--- src/timer_event_counter_time_base_defs.svh ---
`ifndef TIMER_EVENT_COUNTER_TIME_BASE_DEFS_SVH
`define TIMER_EVENT_COUNTER_TIME_BASE_DEFS_SVH

// ****************************************************************
// Register offsets
// ****************************************************************
`define ADDR_COUNTER0_CONTROL 8'h00
`define ADDR_COUNTER0_PRELOAD 8'h01
`define ADDR_INTERRUPT_CONTROL_ZERO 8'h02
`define ADDR_SYSTEM_CONTROL_ONE 8'h03

// ****************************************************************
// Field positions and encodings
// ****************************************************************
`define MODE_EVENT 2'b01
`define MODE_TIMER 2'b10
`define MODE_CAPTURE 2'b11
`define INTC_CNT_EN_BIT 0
`define INTC_CNT_FLAG_BIT 1
`define INTC_TB_EN_BIT 2
`define INTC_TB_FLAG_BIT 3
`define SYSCTL_SEL_LO_BIT 0
`define SYSCTL_SEL_HI_BIT 1

// ****************************************************************
// Reset values, vectors and timing counts
// ****************************************************************
`define RST_COUNTER0_CONTROL 8'h00
`define RST_COUNTER0_PRELOAD 8'h00
`define RST_INTERRUPT_CONTROL 4'h0
`define RST_INTERVAL_SELECT 2'h0
`define COUNTER0_VECTOR 8'h08
`define TB_BASE_STAGES 4'ha
`define TB_STAGES 13

`endif

--- src/timer_event_counter_time_base_pkg.sv ---
package timer_event_counter_time_base_pkg;

  // Layout of the counter0_control register, bit 7 first.
  typedef struct packed {
    logic [1:0] operating_mode_select;
    logic counter0_clock_source_select;
    logic counter_run_bit;
    logic active_edge_select;
    logic [2:0] prescale_select;
  } counter0_control_t;

  // Layout of the interrupt_control_zero register, bit 3 first.
  typedef struct packed {
    logic tb_flag;
    logic tb_enable;
    logic counter_flag;
    logic counter_enable;
  } interrupt_control_t;

  typedef enum logic [1:0] {
    cap_idle,
    cap_wait,
    cap_count
  } capture_state_t;

endpackage

--- src/timer_event_counter_time_base.sv ---
`include "timer_event_counter_time_base_defs.svh"
`timescale 1ns/1ps
`default_nettype none

module timer_event_counter_time_base #(
  parameter logic [7:0] TB_VECTOR = 8'h0c
) (
  input wire logic i_clk_sys,
  input wire logic i_rst,
  input wire logic [7:0] i_addr,
  input wire logic [7:0] i_wdata,
  input wire logic i_wr,
  input wire logic i_rd,
  output logic [7:0] o_rdata,
  input wire logic i_external_count_pin,
  input wire logic i_pin_pullup_enable,
  input wire logic i_alt_clock_tick,
  input wire logic i_power_down,
  output logic o_pin_pullup,
  output logic o_counter_irq,
  output logic o_tb_irq,
  output logic [7:0] o_vector_addr,
  output logic o_wake,
  output logic o_tb_timeout
);

  // ****************************************************************
  // State
  // ****************************************************************
  timer_event_counter_time_base_pkg::counter0_control_t ctrl_r;
  timer_event_counter_time_base_pkg::counter0_control_t ctrl_nxt;
  timer_event_counter_time_base_pkg::interrupt_control_t intc_r;
  timer_event_counter_time_base_pkg::interrupt_control_t intc_nxt;
  timer_event_counter_time_base_pkg::capture_state_t cap_r;
  timer_event_counter_time_base_pkg::capture_state_t cap_nxt;
  logic [7:0] count_r;
  logic [7:0] count_nxt;
  logic [7:0] preload_r;
  logic [7:0] preload_nxt;
  logic [1:0] interval_r;
  logic [1:0] interval_nxt;
  logic [7:0] psc_r;
  logic [7:0] psc_nxt;
  logic [`TB_STAGES-1:0] tb_r;
  logic [`TB_STAGES-1:0] tb_nxt;
  logic pin_r;
  logic pin_prev_r;
  logic [7:0] rdata_nxt;
  logic pullup_nxt;
  logic counter_irq_nxt;
  logic tb_irq_nxt;
  logic [7:0] vector_nxt;
  logic wake_nxt;
  logic tb_timeout_nxt;

  // ****************************************************************
  // Derived terms
  // ****************************************************************
  logic src_tick;
  logic psc_tick;
  logic [7:0] psc_mask;
  logic [`TB_STAGES-1:0] tb_mask;
  logic [3:0] tb_stages;
  logic pin_rise;
  logic pin_fall;
  logic start_edge;
  logic end_edge;
  logic inhibit;
  logic advance;
  logic overflow;
  logic tb_hit;
  logic wr_ctrl;
  logic wr_preload;
  logic wr_intc;
  logic wr_sys;

  always_comb begin
    // Source select 0 is the system clock itself, 1 is the slower tick.
    src_tick = ctrl_r.counter0_clock_source_select ? i_alt_clock_tick : 1'b1;
    psc_mask = (8'h01 << ctrl_r.prescale_select) - 8'h01;
    psc_tick = src_tick && ((psc_r & psc_mask) == psc_mask);
    tb_stages = `TB_BASE_STAGES + {2'b00, interval_r};
    tb_mask = (`TB_STAGES'(1) << tb_stages) - `TB_STAGES'(1);
    tb_hit = src_tick && ((tb_r & tb_mask) == tb_mask);
    pin_rise = pin_r && !pin_prev_r;
    pin_fall = !pin_r && pin_prev_r;
    // Capture starts on the edge leaving the idle level and stops on the return.
    start_edge = ctrl_r.active_edge_select ? pin_rise : pin_fall;
    end_edge = ctrl_r.active_edge_select ? pin_fall : pin_rise;
    wr_ctrl = i_wr && (i_addr == `ADDR_COUNTER0_CONTROL);
    wr_preload = i_wr && (i_addr == `ADDR_COUNTER0_PRELOAD);
    wr_intc = i_wr && (i_addr == `ADDR_INTERRUPT_CONTROL_ZERO);
    wr_sys = i_wr && (i_addr == `ADDR_SYSTEM_CONTROL_ONE);
    // A count that falls in a read or write of the preload address is dropped rather than corrupting the value read.
    inhibit = wr_preload || (i_rd && (i_addr == `ADDR_COUNTER0_PRELOAD));
    advance = 1'b0;
    case (ctrl_r.operating_mode_select)
      `MODE_TIMER: advance = ctrl_r.counter_run_bit && psc_tick;
      `MODE_EVENT: begin
        // Edge select low counts rising edges, high counts falling edges.
        advance = ctrl_r.counter_run_bit && (ctrl_r.active_edge_select ? pin_fall : pin_rise);
      end
      `MODE_CAPTURE: begin
        // The count only advances on the prescaled tick while in cap_count.
        advance = (cap_r == timer_event_counter_time_base_pkg::cap_count) && psc_tick;
      end
      default: advance = 1'b0;
    endcase
    advance = advance && !inhibit;
    overflow = advance && (count_r == 8'hff);
  end

  // ****************************************************************
  // Next-state logic
  // ****************************************************************
  always_comb begin
    ctrl_nxt = ctrl_r;
    intc_nxt = intc_r;
    cap_nxt = cap_r;
    count_nxt = count_r;
    preload_nxt = preload_r;
    interval_nxt = interval_r;
    psc_nxt = src_tick ? psc_r + 8'h01 : psc_r;
    rdata_nxt = 8'h00;
    wake_nxt = 1'b0;

    if (advance) begin
      count_nxt = overflow ? preload_r : count_r + 8'h01;
    end

    // Capture sequence; leaving capture mode or stopping returns to idle.
    case (cap_r)
      timer_event_counter_time_base_pkg::cap_idle: begin
        if ((ctrl_r.operating_mode_select == `MODE_CAPTURE) && ctrl_r.counter_run_bit) begin
          cap_nxt = timer_event_counter_time_base_pkg::cap_wait;
        end
      end
      timer_event_counter_time_base_pkg::cap_wait: begin
        if (start_edge) begin
          cap_nxt = timer_event_counter_time_base_pkg::cap_count;
        end
      end
      timer_event_counter_time_base_pkg::cap_count: begin
        if (end_edge) begin
          ctrl_nxt.counter_run_bit = 1'b0;
          cap_nxt = timer_event_counter_time_base_pkg::cap_idle;
        end
      end
      default: cap_nxt = timer_event_counter_time_base_pkg::cap_idle;
    endcase
    if ((ctrl_r.operating_mode_select != `MODE_CAPTURE) || !ctrl_r.counter_run_bit) begin
      cap_nxt = timer_event_counter_time_base_pkg::cap_idle;
    end

    // Software writes; a write in the same cycle overrides the automatic stop.
    if (wr_ctrl) begin
      ctrl_nxt = i_wdata;
    end
    if (wr_preload) begin
      preload_nxt = i_wdata;
      if (!ctrl_r.counter_run_bit) begin
        count_nxt = i_wdata;
      end
    end
    if (wr_intc) begin
      intc_nxt = i_wdata[3:0];
    end
    if (wr_sys) begin
      interval_nxt = {i_wdata[`SYSCTL_SEL_HI_BIT], i_wdata[`SYSCTL_SEL_LO_BIT]};
    end

    // Hardware sets win over a software clear in the same cycle.
    if (overflow) begin
      intc_nxt.counter_flag = 1'b1;
      // Wake does not look at the enable, only at i_power_down and at whether the flag was still clear.
      wake_nxt = i_power_down && !intc_r.counter_flag;
    end
    if (tb_hit) begin
      intc_nxt.tb_flag = 1'b1;
    end

    if (i_rd) begin
      case (i_addr)
        `ADDR_COUNTER0_CONTROL: rdata_nxt = ctrl_r;
        `ADDR_COUNTER0_PRELOAD: rdata_nxt = count_r;
        `ADDR_INTERRUPT_CONTROL_ZERO: rdata_nxt = {4'h0, intc_r};
        `ADDR_SYSTEM_CONTROL_ONE: rdata_nxt = {6'h00, interval_r};
        default: rdata_nxt = 8'h00;
      endcase
    end
  end

  // ****************************************************************
  // Time base next state
  // ****************************************************************
  always_comb begin
    // The divider advances on every source tick, so every full turn of the selected stages is one timeout.
    tb_nxt = src_tick ? tb_r + `TB_STAGES'(1) : tb_r;
    tb_timeout_nxt = tb_hit;
  end

  // ****************************************************************
  // Output next state
  // ****************************************************************
  always_comb begin
    pullup_nxt = i_pin_pullup_enable;
    counter_irq_nxt = intc_nxt.counter_flag && intc_nxt.counter_enable;
    tb_irq_nxt = intc_nxt.tb_flag && intc_nxt.tb_enable;
    // The counter vector takes priority when both requests stand.
    if (counter_irq_nxt) begin
      vector_nxt = `COUNTER0_VECTOR;
    end else if (tb_irq_nxt) begin
      vector_nxt = TB_VECTOR;
    end else begin
      vector_nxt = 8'h00;
    end
  end

  // ****************************************************************
  // Software registers
  // ****************************************************************
  always_ff @(posedge i_clk_sys) begin
    if (i_rst) begin
      ctrl_r <= `RST_COUNTER0_CONTROL;
      intc_r <= `RST_INTERRUPT_CONTROL;
      preload_r <= `RST_COUNTER0_PRELOAD;
      interval_r <= `RST_INTERVAL_SELECT;
    end else begin
      ctrl_r <= ctrl_nxt;
      intc_r <= intc_nxt;
      preload_r <= preload_nxt;
      interval_r <= interval_nxt;
    end
  end

  // ****************************************************************
  // Counter, capture and prescaler registers
  // ****************************************************************
  always_ff @(posedge i_clk_sys) begin
    if (i_rst) begin
      cap_r <= timer_event_counter_time_base_pkg::cap_idle;
      count_r <= `RST_COUNTER0_PRELOAD;
      psc_r <= 8'h00;
    end else begin
      cap_r <= cap_nxt;
      count_r <= count_nxt;
      psc_r <= psc_nxt;
    end
  end

  // ****************************************************************
  // Time base and pin sample registers
  // ****************************************************************
  always_ff @(posedge i_clk_sys) begin
    if (i_rst) begin
      tb_r <= '0;
      // A false edge just after reset is harmless, since the run bit is still clear.
      pin_r <= 1'b0;
      pin_prev_r <= 1'b0;
    end else begin
      tb_r <= tb_nxt;
      pin_r <= i_external_count_pin;
      pin_prev_r <= pin_r;
    end
  end

  // ****************************************************************
  // Output registers
  // ****************************************************************
  always_ff @(posedge i_clk_sys) begin
    if (i_rst) begin
      o_rdata <= 8'h00;
      o_pin_pullup <= 1'b0;
      o_counter_irq <= 1'b0;
      o_tb_irq <= 1'b0;
      o_vector_addr <= 8'h00;
      o_wake <= 1'b0;
      o_tb_timeout <= 1'b0;
    end else begin
      o_rdata <= rdata_nxt;
      o_pin_pullup <= pullup_nxt;
      o_counter_irq <= counter_irq_nxt;
      o_tb_irq <= tb_irq_nxt;
      o_vector_addr <= vector_nxt;
      o_wake <= wake_nxt;
      o_tb_timeout <= tb_timeout_nxt;
    end
  end

endmodule

`default_nettype wire

--- config.mk ---
export PLATFORM = sky130hd
export DESIGN_NAME = timer_event_counter_time_base
export DESIGN_NICKNAME = d
export VERILOG_FILES = /design/src/timer_event_counter_time_base_pkg.sv /design/src/timer_event_counter_time_base.sv
export VERILOG_INCLUDE_DIRS = /design/src
export SDC_FILE = /design/constraint.sdc
export NUM_CORES = 1
export LEC_CHECK = 0
export ABC_AREA = 1
export BUFFER_PORTS_ARGS = -buffer_cell sky130_fd_sc_hd__buf_2
export CAP_MARGIN = 20
export CORE_ASPECT_RATIO = 0.75
export CORE_UTILIZATION = 50
export CTS_BUF_LIST = sky130_fd_sc_hd__clkbuf_8
export DETAILED_ROUTE_END_ITERATION = 8
export MAX_ROUTING_LAYER = met4
export PLACE_DENSITY = 0.73
export SYNTH_ARGS = -nofsm -noshare
export SYNTH_HDL_FRONTEND = slang
export SYNTH_SLANG_ARGS = --single-unit
--- constraint.sdc ---
create_clock -name i_clk_sys -period 1.33 [get_ports i_clk_sys]
set_input_delay 0.266 -clock i_clk_sys [delete_from_list [all_inputs] [get_ports i_clk_sys]]
set_output_delay 0.266 -clock i_clk_sys [all_outputs]
set_load 0.01 [all_outputs]
==> impl_results.md, run 1 <==
- Tcrit/Tclk final: 114%
- CP cell instances: inv_2 > nor2_4 > nor2_2 > nand3_1 > nor2_2 > nand2_2 > a21oi_4 > buf_6 > nand2_4 > buf_6 > a21oi_2
- Clock Latency Late Sink: 0.35 ns
- Fmax: 659 MHz
- Status: complete, but fails checks
- Post-synth top area cell: dfxtp_1
- Total track usage: 27.8%
- Final worst path period need: 1.52 ns
- Max Cap Viol: 0
- Final hold violations: 0
- First-pass GRT wire length: 15,100 µm
- TritonCTS buffer count: 9
- Synth Flop Type: dfxtp_1
- Die ar.: 7130 µm²
- Maximum VDD drop: 696 µV
- Yosys top cell area share: 40.7%
- Syn avg cell area: 7.25 µm²
- Synth cell count leaders: nand2_1, inv_1, dfxtp_1
- # DRC: 0
- CP Class: reg2reg
- CP Buf/Inv Count: 3
- Failing checks: negative setup slack
- PortBufs: 38
- Hold Path Class: in2reg
- Total number of vias: 3,405
- Lkg Pwr: 2.20 nW
- Layout cells sized above 1: 36.4%
- WHS Endpoint: pin_r
- Final WS setup: -0.187 ns
- Initial antenna violation count: 0
- Vias in the first global route: 3,348
- Total wire length: 8980 µm
- Mapped Cells: 468
- WHS Path Cells: 3
- Synth Warn #: 0
- Avg WL per Cell: 13.4 µm
- Top cells by area, synth: dfxtp_1, nand2_1, inv_1, a21oi_1, o21ai_0
- Post-DRT Antenna Nets: 0
- CP Capture Type: register
- Worst r2r src: ctrl_r[5]
- Initial Utilization: 52.7%
- Clock Tree Buf Depth: 2
- Max stage delay on crit path: 0.34 ns
- RSZ-0062 raised after global routing: true
- Crit path max fanout: 4
- Synth Register Bits: 69
- Pwr per Cell Area: 903 nW/µm²
- Core footprint: 6440 µm²
- Hold Worst Slack: 0.112 ns
- Io pins: 45
- DR vias/cell: 5.07
- Clock sinks: 69
- Die height: 73.4 µm
- Post-synth EDFFs: 0
- GRT overflow: 0
- Core Rows: 25
- FF-to-FF setup slack: -0.19 ns
- Count of pins over their slew limit: 0
- Cell Area, Synth: 3390 µm²
- Worst setup path start: ctrl_r[5]
- Reg2Reg Depth: 11
- H-tree levels: 3
- Die X: 97.1 µm
- HP Start: i_external_count_pin
- CP top delay family: simple AND/OR/NAND/NOR gates
- Final setup viols: 20
- Dpl hpwl: 6580 µm
- Final GP Congestion: 0.906
- Slowest cell on the critical path: dfxtp_2
- Overall power: 4.19 mW
- Post-synthesis async set-or-reset flop share: 0%
- WP data required: 1.62 ns
- Area Overhead vs Synth: 36.7%
- CP startpoint kind: register
- Worst Path Arrival: 1.80 ns
- Register area share after synthesis: 40.7%
- Drt pass-1 iters: 4
- NumNets Final: 612
- Netlist cell types: 46
- Cell with the most instances after synthesis: nand2_1
- Clk root buf: clkbuf_8
- Largest net degree at the start of global routing: 22
- CTS tree: built
- DR iter-0 viols: 216
- Clock Skews: 0.00893 ns
- Number of diodes: 0
- Worst r2r dst: intc_r[1]
- Clk pin slew, worst setup/hold paths: 0.07 ns
worst max-delay path by stage:
stage                       endpoint  slack [ns]  cells after the start
floorplan                 count_r[1]       -0.04                     10
global placement    o_vector_addr[3]       -0.17                     12
detailed placement  o_vector_addr[3]       -0.23                     12
CTS                       count_r[0]       -0.13                     10
global route               intc_r[1]       -0.24                     11
finish                     intc_r[1]       -0.19                     11
power by group:
| part | switching [mW] | total [mW] | internal, mW |
|---|---|---|---|
| Clock | 0.788 | 1.80 | 1.01 |
| Combinational | 0.159 | 0.283 | 0.124 |
| Sequential | 0.0193 | 2.11 | 2.09 |
placed cells by master, fill, tap and decap left out, types with 7 or more instances in the layout:
| master | netlist | layout |
|---|---|---|
| inv_1 | 71 | 70 |
| nor2_2 | 5 | 7 |
| inv_2 | 8 | 10 |
| dfxtp_1 | 69 | 55 |
| nor2_1 | 38 | 33 |
| nand3_1 | 18 | 15 |
| o21ai_0 | 33 | 28 |
| nand2_2 | 6 | 13 |
| a21oi_1 | 37 | 33 |
| dfxtp_2 | 0 | 13 |
| buf_4 | 7 | 70 |
| buf_2 | 3 | 40 |
| nand2_1 | 85 | 75 |
| nand4_1 | 11 | 11 |
| o21ai_1 | 10 | 11 |
| clkbuf_8 | 0 | 12 |
| nor2_4 | 6 | 9 |
flip-flops by register name (all words and copies together), names as in the netlist:
name	flops
pin_r	1
o_vector_addr	2
count_r	8
intc_r	4
o_tb_timeout	1
o_wake	1
ctrl_r	8
psc_r	7
pin_prev_r	1
o_rdata	8
o_tb_irq	1
o_pin_pullup	1
cap_r	2
o_counter_irq	1
interval_r	2
preload_r	8
tb_r	13
per-stage QoR:
stage | cells | util, % | instance area (µm²) | setup TNS [ns] | setup WS [ns]
3_5_place_dp | 643 | 64.6 | 4170 | -4.56 | -0.226
2_1_floorplan | 473 | - | 3450 | -0.194 | -0.0449
5_1_grt | 671 | 72.0 | 4640 | -4.37 | -0.244
3_3_place_gp | 643 | 64.6 | 4170 | -3.31 | -0.168
6_report | 671 | 72.0 | 4640 | -2.29 | -0.187
4_1_cts | 666 | 70.3 | 4530 | -1.14 | -0.130
worst reg2reg max path, cell delays in order (launching register included):
cell     delay (ns)
dfxtp_2        0.34
inv_2          0.06
nor2_4         0.05
nor2_2         0.09
nand3_1        0.08
nor2_2         0.12
nand2_2        0.09
a21oi_4        0.20
buf_6          0.13
nand2_4        0.06
buf_6          0.13
a21oi_2        0.11
per-layer routing:
layer,vias to the layer above,share of wire [%],GRT usage (%)
li1,1735,-,-
met1,1559,47,34.6
met2,94,45,45.5
met3,17,5.5,5.80
met4,0,1.5,9.45
met5,-,0,-
logic make-up (layout without fill, tap and decap cells):
| family | after synthesis | after routing | synth area share, % |
|---|---|---|---|
| AOI/OAI and AO/OA | 103 | 103 | 17.1 |
| DFF | 69 | 69 | 40.7 |
| other | 1 | 6 | 0.110 |
| and+or+nand+nor | 190 | 190 | 27.7 |
| adders and majority gates | 3 | 3 | 1.11 |
| buffers and inverters | 99 | 216 | 12.5 |
| xor gates and xnor gates | 3 | 3 | 0.774 |
final cells by class:
cell class / instances / area, µm²
clock inverters: 4 / 46.3
well taps: 81 / 101
clock buffers: 12 / 165
fillers: 507 / 1800
multi-input cells: 305 / 1780
repair buffers: 118 / 833
inverters: 82 / 314
flip-flops and latches: 69 / 1400
what timing repair did:
item / CTS / global route
endpoints found under the setup margin: 19 / 23
pin swaps: 11 / 17
buffers inserted: 5 / 5
gates resized for setup: 39 / 22
hold buffers: 0 / 0
gates cloned: 2 / 0
Power figures use the tool's default switching activity.
==> run 2: changes to the inputs <==
Settings changed: SKIP_LAST_GASP from default to 1.
==> impl_results.md, run 2 (synthesis results as in run 1) <==
- Io pins: 45
- Clock Tree Buf Depth: 2
- Pwr per Cell Area: 899 nW/µm²
- Setup TNS: -2.43 ns
- Total number of vias: 3,407
- Max reg flops: 13
- Final setup viols: 20
- NumNets Final: 612
- DR vias/cell: 5.08
- Layout cells sized above 1: 37.3%
- Die ar.: 7130 µm²
- CP Capture Type: register
- Avg WL per Cell: 13.3 µm
- Cell area after placement: 4170 µm²
- Dpl hpwl: 6580 µm
- Last element of the critical path: intc_r[1]
- Total wire length: 8950 µm
- Final hold violations: 0
- Post-DRT Antenna Nets: 0
- Hold Path Class: in2reg
- Clock sinks: 69
- H-tree levels: 3
- Core footprint: 6440 µm²
- RSZ-0062 raised after global routing: true
- Die height: 73.4 µm
- First-pass GRT wire length: 15,100 µm
- Die X: 97.1 µm
- Clk root buf: clkbuf_8
- Initial antenna violation count: 0
- # DRC: 0
- WP data required: 1.61 ns
- Most common cell after layout, fill and taps aside: nand2_1
- Worst Path Arrival: 1.81 ns
- Drt pass-1 iters: 4
- Final worst path period need: 1.52 ns
- Lkg Pwr: 2.20 nW
- Most frequent cells in the layout: nand2_1, buf_4, inv_1
- Fmax: 657 MHz
- CP Class: reg2reg
- Number of diodes: 0
- DR iter-0 viols: 213
- Largest reg by FF count: tb_r
- Final GP Congestion: 0.906
- Count of pins over their slew limit: 0
- Largest net degree at the start of global routing: 22
- TritonCTS buffer count: 9
- Status: complete, but fails checks
- Total track usage: 27.8%
- Core Util, Final: 72.2%
- Clock Skews: 0.00995 ns
- PortBufs: 38
- Clk pin slew, worst setup/hold paths: 0.07 ns
- CP startpoint kind: register
- Pre-CTS setup slack: -0.226 ns
- Failing checks: negative setup slack
- Area Overhead vs Synth: 37.0%
- Crit path max fanout: 4
- Overall power: 4.18 mW
- GRT overflow: 0
- Maximum VDD drop: 694 µV
- Reg2Reg Depth: 11
- Final WS setup: -0.192 ns
- Worst r2r src: ctrl_r[5]
- Worst r2r dst: intc_r[1]
- FF-to-FF setup slack: -0.19 ns
- CTS tree: built
- Initial Utilization: 52.7%
- Tcrit/Tclk final: 114%
- Clock Latency Late Sink: 0.35 ns
- Vias in the first global route: 3,348
- Max Cap Viol: 0
- Core Rows: 25
- Worst setup path start: ctrl_r[5]
- Post-route cell area: 4650 µm²
run 2: metal layers:
layer / up-vias / global-route usage, % / part of all wire, % / wire (µm)
met5: - / - / 0 / 0
met4: 0 / 9.45 / 1.5 / 133
met3: 17 / 5.80 / 5.1 / 455
met2: 83 / 45.5 / 45 / 4060
met1: 1577 / 34.6 / 48 / 4300
li1: 1730 / - / - / -
run 2: critical path, cell delays in order, from the launching register on:
cell	delay, ns
dfxtp_2	0.34
inv_2	0.06
nor2_4	0.05
nor2_2	0.09
nand3_1	0.08
nor2_2	0.12
nand2_2	0.09
a21oi_4	0.20
buf_6	0.13
nand2_4	0.06
buf_6	0.12
a21oi_2	0.11
run 2: worst min path at each step:
stage          slack, ns                  from            to  cells past startpoint
2_1_floorplan       0.37   i_pin_pullup_enable  o_pin_pullup                      2
3_3_place_gp        0.43              tb_r[11]      tb_r[11]                      2
3_5_place_dp        0.43              cap_r[0]      cap_r[0]                      1
4_1_cts             0.10  i_external_count_pin         pin_r                      3
5_1_grt             0.12  i_external_count_pin         pin_r                      3
6_report            0.11  i_external_count_pin         pin_r                      3
run 2: cell type report:
class	count	area [µm²]
Tap cell	81	101
Multi-Input combinational cell	305	1790
Inverter	82	314
Clock inverter	4	46.3
Timing Repair Buffer	118	833
Clock buffer	12	165
Fill cell	504	1790
Sequential cell	69	1400
run 2: per-stage QoR:
stage / std cells / hold slack (ns)
finish: 671 / 0.114
CTS: 666 / 0.102
global route: 671 / 0.121
detailed placement: 643 / 0.434
floorplan: 473 / 0.373
global placement: 643 / 0.432
run 2: what timing repair did:
item / 4_1_cts / 5_1_grt
buffers inserted: 5 / 5
endpoints found under the setup margin: 19 / 24
gates cloned: 2 / 0
pin swaps: 10 / 14
gates resized for setup: 38 / 29
hold buffers: 0 / 0
run 2: where the power goes:
group	switching (mW)	total (mW)	internal (mW)
sequential	0.0193	2.11	2.09
clock	0.782	1.79	1.01
combinational	0.159	0.283	0.124
total	0.960	4.18	3.22
==> run 3: changes to the inputs <==
Settings changed: CORE_MARGIN from default to 3.
==> impl_results.md, run 3 (synthesis results as in run 1) <==
- Number of diodes: 0
- Final setup viols: 20
- Clk root buf: clkbuf_8
- Vias in the first global route: 3,354
- Most common cell after layout, fill and taps aside: nand2_1
- Layout cells sized above 1: 37.3%
- Area of the multi-input gates: 1810 µm²
- Clock sinks: 69
- CP Capture Type: register
- Max Cap Viol: 0
- DR vias/cell: 5.22
- CP startpoint kind: register
- Crit path max fanout: 5
- Lkg Pwr: 2.22 nW
- RSZ-0062 raised after global routing: true
- Die ar.: 7820 µm²
- Filler Cells Inserted: 479
- Final WS setup: -0.163 ns
- DR iter-0 viols: 236
- PortBufs: 38
- Max reg flops: 13
- Clock Skews: 0.0128 ns
- Largest net degree at the start of global routing: 16
- Post-route cell area: 4740 µm²
- GRT overflow: 0
- Tcrit/Tclk final: 112%
- Io pins: 45
- Total number of vias: 3,519
- Psw: 1.03 mW
- Switching part of the total: 22.8%
- Hold Path Class: in2reg
- Most frequent cells in the layout: nand2_1, buf_4, inv_1
- CTS tree: built
- Sequential Power Share: 46.7%
- # DRC: 0
- Initial antenna violation count: 0
- Combinational group share of total power: 6.6%
- Failing checks: negative setup slack
- Maximum VDD drop: 564 µV
- Worst Path Arrival: 1.73 ns
- Final worst path period need: 1.49 ns
- Clock Tree Buf Depth: 2
- NumNets Final: 615
- Total wire length: 9590 µm
- Final GP Congestion: 0.872
- Pwr per Cell Area: 950 nW/µm²
- Setup TNS: -1.81 ns
- TritonCTS buffer count: 9
- Die X: 101 µm
- CP Class: reg2reg
- Max stage delay on crit path: 0.34 ns
- Initial Utilization: 52.7%
- Total track usage: 25.4%
- Count of pins over their slew limit: 0
- Clock Latency Late Sink: 0.36 ns
- Post-DRT Antenna Nets: 0
- WP data required: 1.56 ns
- Clock power share: 46.7%
- Die height: 77.4 µm
- Drt pass-1 iters: 5
- Area Overhead vs Synth: 39.6%
- Core footprint: 6440 µm²
- Inst Count DP: 645
- Core Rows: 25
- Largest reg by FF count: tb_r
- Status: complete, but fails checks
- Reg area: 1410 µm²
- Cell area after placement: 4170 µm²
- CP most frequent cell: nor2_2
- H-tree levels: 3
- CP cell instances: inv_2 > nor2_4 > nor2_2 > nand3_2 > nor2_2 > nand2_2 > a21oi_4 > buf_6 > nor2_2 > nor2_1 > a21oi_1
- Slowest cell on the critical path: dfxtp_2
- Post-CTS Hold Fix Bufs: 0
- Pint: 3.47 mW
- Fin cells: 674
- Final hold violations: 0
- Dpl hpwl: 6690 µm
- Clk pin slew, worst setup/hold paths: 0.08 ns
- Fmax: 670 MHz
- Avg WL per Cell: 14.2 µm
- First-pass GRT wire length: 15,400 µm
-- run 3: cell count changes in the layout (fill, tap and decap cells not counted), moves of 2 or more --
cell       delta
inv_6         +2
nand3_1       -2
bufinv_16     +2
clkbuf_8      -3
nor2_1        +2
buf_4         +3
dfxtp_2       -5
dfxtp_1       +2
nor2_2        -2
dfxtp_4       +3
-- run 3: repair_timing --
action,CTS,global route
setup endpoints to repair,20,24
resized for setup,40,31
pin swaps,12,9
gates cloned,2,0
setup buffers,8,4
-- run 3: area by class of cell --
type                       count  area share, %
inverter                      82           6.63
timing repair buffer         121           18.2
sequential                    69           29.7
clock inverter                 7           2.56
tap                           81           2.14
clock buffer                   9           2.61
multi-input combinational    305           38.2
-- run 3: path summary, 6_finish.rpt --
| kind | depth (start not counted) | from | slack [ns] | end |
|---|---|---|---|---|
| worst max-delay path | 11 | ctrl_r[5] | -0.16 | count_r[7] |
| worst min register to register | 2 | tb_r[11] | 0.45 | tb_r[11] |
| worst max register to register | 11 | ctrl_r[5] | -0.16 | count_r[7] |
| worst min-delay path | 3 | i_pin_pullup_enable | 0.11 | o_pin_pullup |
-- run 3: stage by stage --
step	utilization, %	worst slack, ns	total power [mW]	hold WS (ns)
2_1_floorplan	-	-0.0449	2.30	0.373
3_3_place_gp	64.7	-0.164	2.42	0.427
3_5_place_dp	64.7	-0.214	2.43	0.431
4_1_cts	71.6	-0.139	4.51	0.105
5_1_grt	73.5	-0.277	4.65	0.124
6_report	73.5	-0.163	4.50	0.107
-- run 3: power groups by stage --
stage | clock [mW] | sequential [mW] | combinational [mW]
after global routing | 2.22 | 2.10 | 0.327
after CTS | 2.12 | 2.10 | 0.285
after detailed placement | 0 | 2.15 | 0.272
after global placement | 0 | 2.15 | 0.263
after floorplan | 0 | 2.15 | 0.146
final | 2.10 | 2.10 | 0.296
-- run 3: worst max-delay path, delay by kind of cell (launching register included) --
| family | cells | cell delay, ns |
|---|---|---|
| buffers and inverters | 2 | 0.22 |
| DFF | 1 | 0.34 |
| AOI/OAI and AO/OA | 2 | 0.27 |
| and+or+nand+nor | 7 | 0.54 |
-- run 3: routing by layer --
metal | track usage (%) | vias to the layer above | share of wire (%) | wire [µm]
li1 | - | 1744 | - | -
met1 | 33.4 | 1606 | 46 | 4370
met2 | 38.5 | 152 | 45 | 4360
met3 | 6.02 | 17 | 7.0 | 673
met4 | 8.76 | 0 | 2.0 | 188
met5 | - | - | 0 | 0
